<file path="config.mk">
export PLATFORM = sky130hd
export DESIGN_NAME = ctd_timer
export DESIGN_NICKNAME = d
export VERILOG_FILES = /design/src/logic/ctd_timer.v /design/src/logic/ctd_clk_sel.v
export VERILOG_INCLUDE_DIRS = /design/src /design/src/logic
export SDC_FILE = /design/constraint.sdc
export NUM_CORES = 1
export LEC_CHECK = 0
export ABC_CLOCK_PERIOD_IN_PS = 3300
export BUFFER_PORTS_ARGS = -buffer_cell sky130_fd_sc_hd__buf_4
export CAP_MARGIN = 5
export CORE_AREA = 2 2 158 129
export DETAILED_ROUTE_END_ITERATION = 12
export DIE_AREA = 0 0 160 131
export GPL_TIMING_DRIVEN = 0
export HOLD_SLACK_MARGIN = 0.08
export SLEW_MARGIN = 20
export SYNTH_ARGS = -nofsm -noshare
export SYNTH_HDL_FRONTEND = slang
export SYNTH_SLANG_ARGS = --single-unit
</file>
<file path="constraint.sdc">
create_clock -name core_clk -period 3.3 [get_ports core_clk]
set_input_delay 0.165 -clock core_clk [delete_from_list [all_inputs] [get_ports core_clk]]
set_output_delay 0.165 -clock core_clk [all_outputs]
set_load 0.1 [all_outputs]
</file>
<file path="src/logic/ctd_map.vh">
`ifndef CTD_MAP_VH
`define CTD_MAP_VH
// ----------------------------------------
// Register indices (byte address = 4 * index)
// ----------------------------------------
`define CTD_IDX_LOWER_CTRL  6'h1a
`define CTD_IDX_UPPER_CTRL  6'h1b
`define CTD_IDX_LOWER_THR   6'h1c
`define CTD_IDX_UPPER_THR   6'h1d
`define CTD_IDX_LOWER_PW    6'h1e
`define CTD_IDX_UPPER_PW    6'h1f
`define CTD_IDX_AUX_CTRL2   6'h20
`define CTD_IDX_COUNT       6'h21
// ----------------------------------------
// Control register fields
// ----------------------------------------
`define CTD_FF_BIT          7
`define CTD_CLK_HI          6
`define CTD_CLK_LO          4
`define CTD_RUN_BIT         3
`define CTD_MODE_HI         2
`define CTD_MODE_LO         0
`define CTD_CTRL_RESET      8'h00
`define CTD_AUX_RESET       3'h0
// Aux control bits
`define CTD_AUX_OUT_DIS     0
`define CTD_AUX_DIV_SRC     1
`define CTD_AUX_SLOW        2
// ----------------------------------------
// Mode codes
// ----------------------------------------
`define CTD_M_TIMER8        3'h0
`define CTD_M_PDO8          3'h1
`define CTD_M_PWM8          3'h2
`define CTD_M_RSVD          3'h3
`define CTD_M_TIMER16       3'h4
`define CTD_M_WARMUP        3'h5
`define CTD_M_PWM16         3'h6
`define CTD_M_PPG16         3'h7
// ----------------------------------------
// Clock select codes
// ----------------------------------------
`define CTD_CK_DIV11        3'h0
`define CTD_CK_FS           3'h4
`define CTD_CK_FC           3'h6
`define CTD_CK_PIN          3'h7
`define CTD_CK_DIV3         3'h3
`define CTD_CK_FC2          3'h5
`define CTD_CK_FC_MAX       3'h6
// AXI responses
`define CTD_RESP_OKAY       2'b00
`define CTD_RESP_SLVERR     2'b10
`endif

</file>
<file path="src/logic/ctd_timer.v">
// The AXI4-Lite interface to the registers was chosen for this implementation.
`include "ctd_map.vh"
`default_nettype none
module ctd_timer (
	input  wire        core_clk,
	input  wire        rst_b,
	input  wire [7:0]  s_axi_awaddr,
	input  wire        s_axi_awvalid,
	output reg         s_axi_awready,
	input  wire [31:0] s_axi_wdata,
	input  wire [3:0]  s_axi_wstrb,
	input  wire        s_axi_wvalid,
	output reg         s_axi_wready,
	output reg  [1:0]  s_axi_bresp,
	output reg         s_axi_bvalid,
	input  wire        s_axi_bready,
	input  wire [7:0]  s_axi_araddr,
	input  wire        s_axi_arvalid,
	output reg         s_axi_arready,
	output reg  [31:0] s_axi_rdata,
	output reg  [1:0]  s_axi_rresp,
	output reg         s_axi_rvalid,
	input  wire        s_axi_rready,
	input  wire        lowClkPin,
	input  wire        lowerEventPin,
	input  wire        upperEventPin,
	output reg         lowerTimerOut,
	output reg         upperTimerOut,
	output reg         lowerMatchIrq,
	output reg         upperMatchIrq
);
	// ----------------------------------------
	// Registers
	// ----------------------------------------
	reg  [7:0]  lowerCtrl_r, upperCtrl_r, lowerThr_r, upperThr_r, lowerPw_r, upperPw_r;
	reg  [2:0]  aux_r;
	reg  [7:0]  cnt5_r, cnt6_r;
	reg         ff5_r, ff6_r;
	reg  [10:0] pre_r;
	reg  [2:0]  fsDiv_r;
	reg  [2:0]  sync1_r, sync2_r, sync3_r;
	reg  [7:0]  awAddr_r;
	reg  [7:0]  wData_r;
	reg         wLane0_r;
	reg         awHave_r, wHave_r;

	wire [2:0] lMode  = lowerCtrl_r[`CTD_MODE_HI:`CTD_MODE_LO];
	wire [2:0] uMode  = upperCtrl_r[`CTD_MODE_HI:`CTD_MODE_LO];
	wire       is16   = uMode[2];
	wire       lRun   = is16 ? upperCtrl_r[`CTD_RUN_BIT] : lowerCtrl_r[`CTD_RUN_BIT];
	wire       uRun   = upperCtrl_r[`CTD_RUN_BIT];
	wire       slow   = aux_r[`CTD_AUX_SLOW];
	wire       outDis = aux_r[`CTD_AUX_OUT_DIS];
	wire       divSrc = aux_r[`CTD_AUX_DIV_SRC];

	// ----------------------------------------
	// Source ticks
	// ----------------------------------------
	// core_clk stands in for fc; fs arrives on a pin and is synchronised
	wire fsRise   = sync2_r[0] & ~sync3_r[0];
	wire lPinFall = ~sync2_r[1] & sync3_r[1];
	wire uPinFall = ~sync2_r[2] & sync3_r[2];
	wire fs8      = fsRise & (fsDiv_r == 3'h7);
	wire fcDiv11  = &pre_r[10:0];
	wire fcDiv7   = &pre_r[6:0];
	wire fcDiv5   = &pre_r[4:0];
	wire fcDiv3   = &pre_r[2:0];
	wire src0     = (divSrc || slow) ? fs8 : fcDiv11;
	wire [7:0] lTicks = {lPinFall, 1'b1, pre_r[0], fsRise, fcDiv3, fcDiv5, fcDiv7, src0};
	wire [7:0] uTicks = {uPinFall, 1'b1, pre_r[0], fsRise, fcDiv3, fcDiv5, fcDiv7, src0};
	wire       tick5, tickU;

	ctd_clk_sel lowerSel (
		.clkSel   (lowerCtrl_r[`CTD_CLK_HI:`CTD_CLK_LO]),
		.mode     (is16 ? uMode : lMode),
		.slowMode (slow),
		.ticks    (lTicks),
		.tick     (tick5)
	);

	ctd_clk_sel upperSel (
		.clkSel   (upperCtrl_r[`CTD_CLK_HI:`CTD_CLK_LO]),
		.mode     (uMode),
		.slowMode (slow),
		.ticks    (uTicks),
		.tick     (tickU)
	);

	// ----------------------------------------
	// Counting
	// ----------------------------------------
	wire [7:0]  cnt5Inc = cnt5_r + 8'h01;
	wire [7:0]  cnt6Inc = cnt6_r + 8'h01;
	wire [15:0] cnt16   = {cnt6_r, cnt5_r};
	wire [15:0] cnt16Inc = cnt16 + 16'h0001;
	wire [15:0] cmp16   = (uMode == `CTD_M_WARMUP) ? {upperThr_r, 8'h00} : {upperThr_r, lowerThr_r};
	wire        lRun5   = lRun & tick5;
	wire        ovf5    = lRun5 & (cnt5_r == 8'hff);
	wire        tick6   = uRun & (is16 ? ovf5 : tickU);
	wire        pwm5    = (lMode == `CTD_M_PWM8);
	wire        pwm6    = (uMode == `CTD_M_PWM8);
	wire        pwm16   = (uMode == `CTD_M_PWM16);
	wire        match5  = lRun5 & !pwm5 & (cnt5Inc == lowerThr_r);
	wire        match6  = tick6 & !pwm6 & (cnt6Inc == upperThr_r);
	wire        match16 = lRun5 & !pwm16 & (cnt16Inc == cmp16);
	wire        wrap16  = lRun5 & pwm16 & (cnt16 == 16'hffff);

	// ----------------------------------------
	// AXI4-Lite write path
	// ----------------------------------------
	wire        doWrite = awHave_r & wHave_r & ~s_axi_bvalid;
	wire [5:0]  wIdx    = awAddr_r[7:2];
	wire        wCtrlL  = doWrite & wLane0_r & (wIdx == `CTD_IDX_LOWER_CTRL);
	wire        wCtrlU  = doWrite & wLane0_r & (wIdx == `CTD_IDX_UPPER_CTRL);
	reg         wMapped;
	always @*
	begin
		case (wIdx)
			`CTD_IDX_LOWER_CTRL, `CTD_IDX_UPPER_CTRL, `CTD_IDX_LOWER_THR,
			`CTD_IDX_UPPER_THR, `CTD_IDX_LOWER_PW, `CTD_IDX_UPPER_PW,
			`CTD_IDX_AUX_CTRL2:
				wMapped = 1'b1;
			default:
				wMapped = 1'b0;
		endcase
	end

	always @(posedge core_clk or negedge rst_b)
	begin
		if (!rst_b)
		begin
			s_axi_awready <= 1'b0;
			s_axi_wready  <= 1'b0;
			s_axi_bvalid  <= 1'b0;
			s_axi_bresp   <= `CTD_RESP_OKAY;
			awHave_r      <= 1'b0;
			wHave_r       <= 1'b0;
			awAddr_r      <= 8'h00;
			wData_r       <= 8'h00;
			wLane0_r      <= 1'b0;
			lowerCtrl_r   <= `CTD_CTRL_RESET;
			upperCtrl_r   <= `CTD_CTRL_RESET;
			lowerThr_r    <= 8'h00;
			upperThr_r    <= 8'h00;
			lowerPw_r     <= 8'h00;
			upperPw_r     <= 8'h00;
			aux_r         <= `CTD_AUX_RESET;
		end
		else
		begin
			// Ready is raised for one cycle, the cycle after valid, so each channel takes one item
			s_axi_awready <= ~awHave_r & ~s_axi_awready & s_axi_awvalid;
			s_axi_wready  <= ~wHave_r & ~s_axi_wready & s_axi_wvalid;
			if (s_axi_awvalid && s_axi_awready)
			begin
				awHave_r <= 1'b1;
				awAddr_r <= s_axi_awaddr;
			end
			if (s_axi_wvalid && s_axi_wready)
			begin
				wHave_r  <= 1'b1;
				wData_r  <= s_axi_wdata[7:0];
				wLane0_r <= s_axi_wstrb[0];
			end
			if (doWrite)
			begin
				awHave_r     <= 1'b0;
				wHave_r      <= 1'b0;
				s_axi_bvalid <= 1'b1;
				s_axi_bresp  <= wMapped ? `CTD_RESP_OKAY : `CTD_RESP_SLVERR;
				if (wLane0_r)
				begin
					case (wIdx)
						`CTD_IDX_LOWER_CTRL: lowerCtrl_r <= wData_r;
						`CTD_IDX_UPPER_CTRL: upperCtrl_r <= wData_r;
						`CTD_IDX_LOWER_THR:  lowerThr_r  <= wData_r;
						`CTD_IDX_UPPER_THR:  upperThr_r  <= wData_r;
						`CTD_IDX_LOWER_PW:   lowerPw_r   <= wData_r;
						`CTD_IDX_UPPER_PW:   upperPw_r   <= wData_r;
						`CTD_IDX_AUX_CTRL2:  aux_r       <= wData_r[2:0];
						default:             aux_r       <= aux_r;
					endcase
				end
			end
			else if (s_axi_bvalid && s_axi_bready)
				s_axi_bvalid <= 1'b0;
		end
	end

	// ----------------------------------------
	// AXI4-Lite read path
	// ----------------------------------------
	always @(posedge core_clk or negedge rst_b)
	begin
		if (!rst_b)
		begin
			s_axi_arready <= 1'b0;
			s_axi_rvalid  <= 1'b0;
			s_axi_rdata   <= 32'h0000_0000;
			s_axi_rresp   <= `CTD_RESP_OKAY;
		end
		else
		begin
			s_axi_arready <= ~s_axi_rvalid & ~s_axi_arready & s_axi_arvalid;
			if (s_axi_arvalid && s_axi_arready)
			begin
				s_axi_rvalid <= 1'b1;
				s_axi_rresp  <= `CTD_RESP_OKAY;
				case (s_axi_araddr[7:2])
					`CTD_IDX_LOWER_CTRL: s_axi_rdata <= {24'h00_0000, lowerCtrl_r};
					`CTD_IDX_UPPER_CTRL: s_axi_rdata <= {24'h00_0000, upperCtrl_r};
					`CTD_IDX_LOWER_THR:  s_axi_rdata <= {24'h00_0000, lowerThr_r};
					`CTD_IDX_UPPER_THR:  s_axi_rdata <= {24'h00_0000, upperThr_r};
					`CTD_IDX_LOWER_PW:   s_axi_rdata <= {24'h00_0000, lowerPw_r};
					`CTD_IDX_UPPER_PW:   s_axi_rdata <= {24'h00_0000, upperPw_r};
					`CTD_IDX_AUX_CTRL2:  s_axi_rdata <= {29'h0000_0000, aux_r};
					`CTD_IDX_COUNT:      s_axi_rdata <= {16'h0000, cnt16};
					default:
					begin
						s_axi_rdata <= 32'h0000_0000;
						s_axi_rresp <= `CTD_RESP_SLVERR;
					end
				endcase
			end
			else if (s_axi_rvalid && s_axi_rready)
				s_axi_rvalid <= 1'b0;
		end
	end

	// ----------------------------------------
	// Counters, flip-flops and pins
	// ----------------------------------------
	wire uPulseMode = (uMode == `CTD_M_PDO8) || pwm6 || pwm16 || (uMode == `CTD_M_PPG16);
	wire pwmHi6     = (uMode == `CTD_M_PPG16) ? (cnt16 < {upperPw_r, lowerPw_r}) :
		pwm16 ? (cnt16 < {upperPw_r, lowerPw_r}) : (cnt6_r < upperPw_r);
	reg  uLevel;
	always @*
	begin
		if (uMode == `CTD_M_PDO8)
			uLevel = ~ff6_r;
		else if (pwm6 || pwm16 || uMode == `CTD_M_PPG16)
			uLevel = pwmHi6 ? ff6_r : ~ff6_r;
		else
			uLevel = ff6_r;
	end

	always @(posedge core_clk or negedge rst_b)
	begin
		if (!rst_b)
		begin
			pre_r         <= 11'h000;
			fsDiv_r       <= 3'h0;
			sync1_r       <= 3'h0;
			sync2_r       <= 3'h0;
			sync3_r       <= 3'h0;
			cnt5_r        <= 8'h00;
			cnt6_r        <= 8'h00;
			ff5_r         <= 1'b0;
			ff6_r         <= 1'b0;
			lowerTimerOut <= 1'b0;
			upperTimerOut <= 1'b0;
			lowerMatchIrq <= 1'b0;
			upperMatchIrq <= 1'b0;
		end
		else
		begin
			pre_r   <= pre_r + 11'h001;
			sync1_r <= {upperEventPin, lowerEventPin, lowClkPin};
			sync2_r <= sync1_r;
			sync3_r <= sync2_r;
			if (fsRise)
				fsDiv_r <= fsDiv_r + 3'h1;
			// Lower counter
			if (!lRun)
				cnt5_r <= 8'h00;
			else if (is16 ? match16 : match5)
				cnt5_r <= 8'h00;
			else if (lRun5)
				cnt5_r <= cnt5Inc;
			// Upper counter
			if (!uRun)
				cnt6_r <= 8'h00;
			else if (is16 ? match16 : match6)
				cnt6_r <= 8'h00;
			else if (tick6)
				cnt6_r <= cnt6Inc;
			// Preset loads on a control write; a divider-mode match toggles
			if (wCtrlL)
				ff5_r <= wData_r[`CTD_FF_BIT];
			else if (match5 && !is16 && lMode == `CTD_M_PDO8)
				ff5_r <= ~ff5_r;
			if (wCtrlU)
				ff6_r <= wData_r[`CTD_FF_BIT];
			else if (match6 && uMode == `CTD_M_PDO8)
				ff6_r <= ~ff6_r;
			lowerMatchIrq <= ~is16 & match5;
			upperMatchIrq <= is16 ? (match16 | wrap16) : match6;
			lowerTimerOut <= (lMode == `CTD_M_PDO8) ? ~ff5_r :
				pwm5 ? ((cnt5_r < lowerPw_r) ? ff5_r : ~ff5_r) : ff5_r;
			upperTimerOut <= (uPulseMode && outDis) ? 1'b0 : uLevel;
		end
	end
endmodule
`default_nettype wire

</file>
<file path="src/logic/ctd_clk_sel.v">
`include "ctd_map.vh"
`default_nettype none
// Picks one counter source tick and blocks sources the mode may not use
module ctd_clk_sel (
	input  wire [2:0] clkSel,
	input  wire [2:0] mode,
	input  wire       slowMode,
	input  wire [7:0] ticks,
	output reg        tick
);
	reg allowed;
	always @*
	begin
		case (mode)
			`CTD_M_TIMER8, `CTD_M_TIMER16:
				allowed = (clkSel <= `CTD_CK_DIV3) || (clkSel == `CTD_CK_PIN);
			`CTD_M_PDO8, `CTD_M_PPG16:
				allowed = (clkSel <= `CTD_CK_DIV3);
			`CTD_M_PWM8, `CTD_M_PWM16:
				allowed = (clkSel <= `CTD_CK_FC_MAX);
			`CTD_M_WARMUP:
				allowed = (clkSel == `CTD_CK_FS) || (slowMode && clkSel == `CTD_CK_FC);
			default:
				allowed = 1'b0;
		endcase
		// Slow modes leave only fs/2^3, fs, the pin and warm-up fc
		if (slowMode && !(clkSel == `CTD_CK_DIV11 || clkSel == `CTD_CK_FS ||
			clkSel == `CTD_CK_PIN || (clkSel == `CTD_CK_FC && mode == `CTD_M_WARMUP)))
			allowed = 1'b0;
		tick = allowed & ticks[clkSel];
	end
endmodule
`default_nettype wire

</file>
## Yosys cells after proc, flatten, opt, wreduce, memory -nomap -nowiden

Index checks and enable logic that the tools add are counted.

| cells by class | value |
|---|---|
| reductions and logical operators | 66 |
| muxes and demuxes | 47 |
| eq/ne operators | 43 |
| bitwise gates (word level) | 43 |
| order comparisons | 9 |
| add/sub/neg operators | 5 |

Operators with widths:

| operator | count |
|---|---|
| $pmux 16 s8 | 1 |
| $eq 6x5->1 const B | 12 |
| $mux 8 | 7 |
| $eq 3x3->1 const B | 15 |
| $mux 1 | 32 |
| $and 1x1->1 | 29 |
| $reduce_and 3->1 | 8 |
| $eq 6x6->1 const B | 3 |
| $add 16x1->16 const B | 1 |
| $add 8x1->8 const B | 2 |
| $eq 16x16->1 | 1 |
| $eq 16x16->1 const B | 1 |
| $eq 8x8->1 | 2 |
| $logic_or 1x1->1 | 16 |
| $lt 16x16->1 | 1 |
| $lt 8x8->1 | 2 |
| $logic_and 1x1->1 | 15 |
| $not 1->1 | 13 |
| $logic_not 3->1 | 4 |
| $reduce_bool 2->1 | 6 |
| $reduce_or 2->1 | 6 |
| $add 11x1->11 const B | 1 |
| $reduce_and 11->1 | 1 |
| $eq 3x1->1 const B | 3 |
| 17 further kinds | 31 |

| word-level totals | value |
|---|---|
| input bits | 62 |
| register bits | 156 |
| logic and storage cells | 246 |
| output and inout bits | 45 |

## Longest topological paths before layout

Gate-level depths: netlist of the first run.

| depth | value |
|---|---|
| word-level depth | 17 |
| depth in mapped cells | 13 |
| mapped depth without buffers | 12 |

## By module

A second synthesis of the first run with hierarchy kept.

| second synthesis, totals | value |
|---|---|
| cell total of the unflattened synthesis | 724 |
| area, all modules | 7696.1 µm² |

By module, submodules not included:

| module | cells each | seq. area each (µm²) | instances | area an instance (µm²) |
|---|---|---|---|---|
| ctd_timer | 690 | 3403.3 | 1 | 7400.8 |
| ctd_clk_sel | 17 | 0.0 | 2 | 147.6 |

## Worst setup path before layout of the first run

Ideal clock, no wire load.

| timing path | value |
|---|---|
| path type | flip-flop to flip-flop |
| start | reg cnt5_r[1] |
| end | reg cnt5_r[7] |
| arrival time | 2.617 ns |
| cell stages (with the launch flop) | 11 |
| period minus slack after synthesis | 2.737 ns |
| setup slack | 0.563 ns |
| path buffers | 1 |
| library setup time | 0.120 ns |
| data required time | 3.180 ns |
| cell sequence | dfrtp_1 > ha_1 > buf_2 > xor2_1 > a2111oi_0 > o221ai_1 > nor4b_1 > nand2_1 > nor4bb_1 > nor3_1 > a41o_1 |

| between the ends | value |
|---|---|
| word-level cells in the longest chain between the ends | 6 |
| elaborated cells on any way between the ends | 11 |
| classes of those cells | add/sub: 2; eq/ne: 3; mux: 4; bitwise: 2 |

RTL lines:

| element | line | source |
|---|---|---|
| start: declaration | ctd_timer.v:37 | `reg [7:0] cnt5_r, cnt6_r;` |
| start signal: assignment | ctd_timer.v:279 | `cnt5_r <= cnt5Inc;` |
| $add 16x1->16 / $add 8x1->8 (equally long branches) | ctd_timer.v:95, ctd_timer.v:92 |  |
| $eq 16x16->1 / $eq 8x8->1 (equally long branches) | ctd_timer.v:105, ctd_timer.v:103 |  |
| $and 1x1->1 (on tied branches) | ctd_timer.v:105, ctd_timer.v:103 |  |
| $mux 1 | ctd_timer.v:276 | `else if (is16 ? match16 : match5)` |
| $mux 8 | ctd_timer.v:276 |  |
| $mux 8 | ctd_timer.v:274 | `if (!lRun)` |

Several ways; a longest one is shown, not always the timed one. The select of a mux whose other input is x is not followed.
A chain may end at the register's enable or synchronous reset.

## Worst setup path after layout of the first run

| timing path | value |
|---|---|
| start | reg cnt5_r[1] |
| end | reg ff5_r |

| between the ends | value |
|---|---|
| word-level cells in the longest chain between the ends | 6 |

RTL lines:

| element | line | source |
|---|---|---|
| $add 8x1->8 | ctd_timer.v:92 | `wire [7:0] cnt5Inc = cnt5_r + 8'h01;` |
| $eq 8x8->1 | ctd_timer.v:103 | `wire match5 = lRun5 & !pwm5 & (cnt5Inc == lowerThr_r);` |
| $and 1x1->1 | ctd_timer.v:103 |  |
| $logic_and 1x1->1 | ctd_timer.v:290 | `` else if (match5 && !is16 && lMode == `CTD_M_PDO8) `` |
| $logic_and 1x1->1 (no source line) | - |  |
| $reduce_bool 2->1 (no source line) | - |  |
| end signal: assignment | ctd_timer.v:289 | `` ff5_r <= wData_r[`CTD_FF_BIT]; `` |
| end signal: assignment | ctd_timer.v:291 | `ff5_r <= ~ff5_r;` |
| end: declaration | ctd_timer.v:38 | `reg ff5_r, ff6_r;` |

No other way between the ends.

==> impl_metrics.py, run 1 <==
metrics = {
    "clock_tree": {
        "clk_latency_ns": 0.43,
        "cts_made_buffers": 17,
        "cts_max_path_buffers": 2,
        "cts_tree": "done",
        "cts.clk_slew.worst_paths_ns": 0.06,
        "clockRootBuffer": "clkbuf_16",
        "htree_levels": 4,
        "cts.sinks": 136,
    },
    "drt": {
        "wirelength_mm": 20.9,
        "met3_length_mm": 1.41,
        "wl_per_cell_um": 17.9,
        "met2_length_mm": 8.86,
        "highest_layer": "met4",
        "drt-met1-wl_mm": 10.3,
        "firstDrtPassIters": 7,
        "drc": 0,
        "via_per_inst": 5.32,
        "via_count": 6197,
        "drt_iter0_markers": 523,
        "ant_nets": 0,
    },
    "worst_hold_path": {
        "hp-class": "input port to async pin",
    },
    "cells_and_area": {
        "drive_gt1_share_pct": 22.8,
        "final_nets": 973,
        "multi_input_area_um2": 3940,
        "num_antenna_cells": 0,
        "seq_area_um2": 3400,
        "fillers": 1881,
        "synthToLayoutAreaGrowth_pct": 22.9,
        "final_area_um2": 9440,
    },
    "pwr": {
        "seq_power_share_pct": 40.2,
        "swShare_pct": 37.2,
        "p_int_mw": 3.64,
        "comb_power_share_pct": 28.0,
        "p_per_area_nw_per_um2": 615,
        "ir_drop_v": 0.000473,
        "clkPwrFrac_pct": 31.8,
        "power_leakage_nw": 4.22,
        "switchingPower_mw": 2.16,
    },
    "die": {
        "start_util_pct": 39.5,
        "die_area_um2": 21000,
        "die_w_um": 160,
        "dieHeight_um": 131,
        "core_area_um2": 19500,
        "rows": 46,
        "io_pins": 107,
    },
    "worst_setup_path": {
        "critPathCaptureType": "register",
        "path_buf_inv": 1,
        "cp_data_required_time_ns": 3.60,
        "path_cells": "ha_1 > buf_2 > nand3_1 > or3_1 > and2_1 > a22o_1 > or4_4 > nor4_2 > xnor2_1 > o21ai_1",
        "max_stage_delay_ns": 0.55,
        "rr_startpoint": "cnt5_r[1]",
        "critPathKind": "register to register",
        "crit_family": "simple AND/OR/NAND/NOR gates",
        "crit_slowest_cell": "or4_4",
        "critPathLaunchType": "register",
        "arrival_ns": 3.44,
        "path_max_fanout": 8,
        "crit_start": "cnt5_r[1]",
    },
    "yosys": {
        "ys.flop_type": "dfrtp_1",
        "netlist_area_um2": 7680,
        "ys_types": 68,
        "synth-compound-area-share_pct": 12.1,
        "yosys_warnings": 0,
        "ys_ff_latch": 136,
        "synth-edff-count": 0,
        "synth_top_family_by_area": "simple AND/OR/NAND/NOR gates",
        "seq_area_frac_synth_pct": 44.3,
        "synthArstFlopShare_pct": 100,
        "synth_area_per_cell_um2": 10.0,
        "synthMuxAreaShare_pct": 13.4,
        "synth-simple-area-share_pct": 15.9,
        "synth_xor_area_share_pct": 4.10,
        "syn_inst": 768,
        "synthAdderAreaFrac_pct": 3.75,
    },
    "sta": {
        "skew_ns": 0.0129,
        "period_minus_slack_ns": 3.14,
        "max_slew_margin_pct": 38.7,
        "finalSetupTns_ns": 0,
        "rsz0062_at_grt": "false",
        "maxSlewViolCount": 0,
        "finalHoldViolations": 0,
        "worstMarginPinSlew_ns": 0.893,
        "worst_slack_ns": 0.162,
        "post-route-period-util_pct": 95.1,
        "setup_viol": 0,
        "clock.fmax_mhz": 319,
    },
    "global_route": {
        "antenna_found_initial": 0,
        "grt_pass1_vias": 5778,
        "grt_pass1_wl_mm": 33.2,
        "grt_max_degree": 90,
        "overflow": 0,
        "grtUsageTotal_pct": 20.9,
    },
    "status": {
        "outcome": "finished clean",
    },
    "placement": {
        "detailedPlace.worstSlack_ns": -0.531,
        "place.detailed.hpwl_mm": 15.2,
        "portBuffers": 55,
        "dpl_cell_area_um2": 8530,
        "place_congestion": 0.935,
    },
    "run": {
        "cap_violations": 0,
    },
}
==> power by group through the flow <==
stage | Sequential, mW | Clock [mW] | Combinational (mW)
after floorplan | 2.39 | 0 | 0.946
after global placement | 2.35 | 0 | 1.49
after detailed placement | 2.35 | 0 | 1.51
after CTS | 2.32 | 1.87 | 1.59
after global routing | 2.37 | 1.95 | 1.76
final | 2.33 | 1.84 | 1.62
==> worst reg2reg max path, cell delays in order, from the launching register on <==
cell and delay, ns:
dfrtp_2 0.47, ha_1 0.18, buf_2 0.19, nand3_1 0.27, or3_1 0.40, and2_1 0.18, a22o_1 0.23, or4_4 0.55
nor4_2 0.31, xnor2_1 0.16, o21ai_1 0.08
==> metrics by stage <==
step | hold WS (ns) | power [mW] | utilization, % | cells
after floorplan | -0.131 | 3.34 | - | 785
after global placement | 0.277 | 3.84 | 43.6 | 1104
after detailed placement | 0.105 | 3.87 | 43.9 | 1106
after CTS | 0.250 | 5.78 | 48.3 | 1162
after global routing | 0.289 | 6.09 | 48.5 | 1165
final | 0.237 | 5.80 | 48.5 | 1165
==> cells by family after synthesis <==
family / Yosys count
AO/OA/AOI/OAI: 142
XOR/XNOR: 36
adder cells (fa/ha/maj): 23
buffers and inverters: 100
flip-flops: 136
multiplexers: 95
other: 1
AND/OR/NAND/NOR: 235
==> per-layer routing <==
metal | up-vias | global-route usage [%]
met5 | - | 0
met1 | 3019 | 31.5
met2 | 205 | 29.7
li1 | 2953 | -
met3 | 20 | 4.77
met4 | 0 | 6.62
==> cell type report <==
| cell class | count | area share, % |
|---|---|---|
| buffer | 51 | 3.20 |
| clock buffer | 20 | 4.73 |
| clock inverter | 12 | 1.26 |
| inverter | 49 | 1.95 |
| multi-input combinational | 549 | 41.7 |
| sequential | 136 | 36.1 |
| tap | 264 | 3.50 |
| timing repair buffer | 84 | 7.58 |
==> state kept, by name, summed over array words and instances (netlist names), 3 cells and up <==
name,cells
upperCtrl_r,8
pre_r,11
s_axi_rdata,16
lowerCtrl_r,8
awAddr_r,6
upperThr_r,8
lowerThr_r,8
fsDiv_r,3
aux_r,3
upperPw_r,8
sync3_r,3
wData_r,8
cnt6_r,8
cnt5_r,8
sync1_r,3
lowerPw_r,8
sync2_r,3
==> synthesized netlist by cell type, drive strengths merged, types with 4 or more instances <==
| cell | instances | area, um^2 |
|---|---|---|
| dfrtp | 136 | 3400 |
| mux2 | 65 | 732 |
| nand2 | 65 | 244 |
| inv | 49 | 184 |
| nor2 | 47 | 176 |
| o21ai | 45 | 225 |
| buf | 30 | 223 |
| mux2i | 30 | 300 |
| nand3 | 24 | 120 |
| ha | 23 | 288 |
| a21oi | 22 | 110 |
| xnor2 | 22 | 193 |
| clkbuf | 21 | 78.8 |
| nor3 | 20 | 100 |
| xor2 | 14 | 123 |
| nand2b | 11 | 68.8 |
| nand4 | 10 | 77.6 |
| o22ai | 10 | 62.6 |
| nand3b | 9 | 67.6 |
| a211oi | 8 | 65.1 |
| nor2b | 7 | 43.8 |
| or3 | 7 | 43.8 |
| a21o | 6 | 45.0 |
| a31oi | 6 | 37.5 |
| nor3b | 6 | 45.0 |
| o211ai | 6 | 45.0 |
| o21a | 5 | 37.5 |
| o221ai | 5 | 43.8 |
| and3 | 4 | 25.0 |
| nor4 | 4 | 31.3 |
| o31ai | 4 | 30.0 |
| or4 | 4 | 33.8 |
==> layout by cell type (no fill, tap or decap), types with 9 or more instances in the layout <==
cell type and n:
xnor2_1 22, nand3_1 23, clkbuf_1 23, nor3_1 20, buf_4 75, conb_1 18
xor2_1 14, ha_1 23, o22ai_1 10, dlygate4sd3_1 24, o21ai_0 43, inv_1 49
nand2b_1 11, nand3b_1 9, mux2i_1 30, dfrtp_1 135, nand4_1 9, clkbuf_16 17
nor2_1 46, mux2_2 65, nand2_1 64, a21oi_1 21
==> path summary, 6_finish.rpt <==
| check | cells after the start | slack (ns) | endpoint |
|---|---|---|---|
| max | 10 | 0.16 | ff5_r |
| min | 2 | 0.24 | lowerTimerOut |
| max reg2reg | 10 | 0.16 | ff5_r |
| min reg2reg | 0 | 0.35 | sync2_r[1] |
| max in group asynchronous | 3 | 2.28 | lowerThr_r[0] |
| min in group core_clk | 0 | 0.35 | sync2_r[1] |
==> repair_timing <==
item | 4_1_cts | 5_1_grt
hold endpoints to repair | 72 | 0
resized for setup | 10 | 4
endpoints found under the setup margin | 17 | 17
pin swaps | 1 | 5
buffers inserted | 0 | 3
hold buffers | 24 | 0
Note: power is estimated with default switching activity, not from simulation.
==> run 2, diff against run 1 <==
MAX_ROUTING_LAYER = met4   (was unset)
==> run 2 against run 1 <==
Worst hold slack got worse by 0.021 ns. Critical path type unchanged. Critical endpoint is now cnt5_r[7]. Final area increased by 0.52%. Total power increased by 2.0%. Flip-flop and latch count unchanged. Sequential share of layout area decreased by 0.19 points.
==> impl_metrics.py, run 2 (same netlist as run 1, synthesis figures left out) <==
metrics = {
    "drt": {
        "drt_iter0_markers": 608,
        "drc": 0,
        "via_per_inst": 5.34,
        "wirelength_mm": 21.0,
        "firstDrtPassIters": 5,
        "via_count": 6223,
        "wl_per_cell_um": 18.0,
        "ant_nets": 0,
    },
    "sta": {
        "max_slew_margin_pct": 35.7,
        "worstMarginPinSlew_ns": 0.951,
        "clock.fmax_mhz": 319,
        "setup_viol": 0,
        "finalHoldViolations": 0,
        "skew_ns": 0.0114,
        "maxSlewViolCount": 0,
        "rsz0062_at_grt": "false",
        "period_minus_slack_ns": 3.13,
        "finalSetupTns_ns": 0,
        "post-route-period-util_pct": 94.9,
    },
    "cells_and_area": {
        "reg_top3": "s_axi_rdata (16), pre_r (11)",
        "final_common_cell": "dfrtp_1",
        "largest_reg_flops": 16,
        "num_antenna_cells": 0,
        "final_nets": 975,
        "layout_common_cells": "dfrtp_1 (135), buf_4 (78), mux2_2 (65)",
        "drive_gt1_share_pct": 23.1,
        "synthToLayoutAreaGrowth_pct": 23.5,
        "top_register": "s_axi_rdata",
        "layout.cells.non_filler": 1165,
    },
    "die": {
        "dieHeight_um": 131,
        "io_pins": 107,
        "rows": 46,
        "start_util_pct": 39.5,
        "die_area_um2": 21000,
        "core_area_um2": 19500,
        "die_w_um": 160,
    },
    "worst_setup_path": {
        "ff2ff_setup_slack_ns": 0.17,
        "critPathLaunchType": "register",
        "critPathKind": "register to register",
        "crit_start": "cnt5_r[1]",
        "cp_data_required_time_ns": 3.61,
        "path_max_fanout": 8,
        "arrival_ns": 3.45,
        "critPathCaptureType": "register",
        "rr_startpoint": "cnt5_r[1]",
    },
    "pwr": {
        "p_per_area_nw_per_um2": 624,
        "power_leakage_nw": 4.25,
        "ir_drop_v": 0.000504,
    },
    "placement": {
        "place.detailed.hpwl_mm": 15.1,
        "portBuffers": 55,
        "place_congestion": 0.950,
        "placedCellCount": 1105,
    },
    "global_route": {
        "grtUsageTotal_pct": 21.2,
        "grt_max_degree": 97,
        "overflow": 0,
        "grt_pass1_wl_mm": 32.7,
        "grt_pass1_vias": 5590,
        "antenna_found_initial": 0,
    },
    "clock_tree": {
        "cts_max_path_buffers": 2,
        "cts.clk_slew.worst_paths_ns": 0.06,
        "clockRootBuffer": "clkbuf_16",
        "cts_tree": "done",
        "clk_latency_ns": 0.43,
        "htree_levels": 4,
        "cts.sinks": 136,
        "cts_made_buffers": 17,
    },
    "status": {
        "outcome": "finished clean",
    },
    "worst_hold_path": {
        "hp-class": "input port to async pin",
    },
    "run": {
        "cap_violations": 0,
    },
}
run 2: cell types whose count changed in the layout (fill, tap and decap cells not counted), sizes merged:
cell,before,now
clkinvlp,3,2
clkinv,5,4
inv,52,53
buf,90,92
bufinv,1,3
clkbuf,41,38
run 2: final timing paths:
| check | cells after the start | end |
|---|---|---|
| min in group core_clk | 0 | sync2_r[1] |
| max | 10 | cnt5_r[7] |
| min | 2 | lowerCtrl_r[7] |
| min reg2reg | 0 | sync2_r[1] |
| max reg2reg | 10 | cnt5_r[7] |
| max in group asynchronous | 3 | cnt6_r[2] |
run 2: routing by layer:
| layer | global-route usage (%) | part of all wire [%] |
|---|---|---|
| met1 | 30.8 | 50 |
| met2 | 29.2 | 42 |
| met3 | 5.52 | 6.9 |
| met4 | 5.30 | 1.5 |
| met5 | - | 0 |
run 2: what timing repair did:
item / in CTS / in global routing
hold endpoints to repair: 81 / 0
buffers inserted: 0 / 6
resized for setup: 11 / 6
hold buffers: 24 / 0
pin swaps: 2 / 6
endpoints found under the setup margin: 17 / 18
run 2: stage by stage:
| stage | instance area (um^2) | util (%) | hold slack [ns] | setup WS [ns] | total power [mW] |
|---|---|---|---|---|---|
| after floorplan | 7740 | - | -0.131 | 0.563 | 3.34 |
| after CTS | 9420 | 48.4 | 0.229 | 0.0126 | 5.92 |
| after global placement | 8490 | 43.6 | 0.277 | -0.586 | 3.84 |
| after global routing | 9490 | 48.8 | 0.244 | 0.00919 | 6.18 |
| final | 9490 | 48.8 | 0.216 | 0.167 | 5.92 |
| after detailed placement | 8530 | 43.8 | 0.0797 | -0.599 | 3.87 |
run 2: cell type report:
cell class,count,area [um^2]
Fill cell,1859,9970
Multi-Input combinational cell,549,3930
Sequential cell,136,3400
Timing Repair Buffer,86,733
Clock buffer,17,425
Tap cell,264,330
Buffer,51,303
Inverter,49,184
Clock inverter,13,171
run 2: critical path, cell delays in order (launching register included):
cell       delay [ns]
dfrtp_2          0.48
ha_1             0.20
buf_2            0.18
xor2_1           0.19
a2111oi_2        0.41
o221ai_1         0.24
nor4b_2          0.40
nand2_2          0.19
nor4bb_4         0.42
nor3_1           0.09
a41o_1           0.21
run 2: report_power, final:
group / leakage, nW / switching, mW / internal [mW]
sequential: 1.81 / 0.391 / 1.94
combinational: 2.16 / 0.987 / 0.631
clock: 0.287 / 0.781 / 1.19
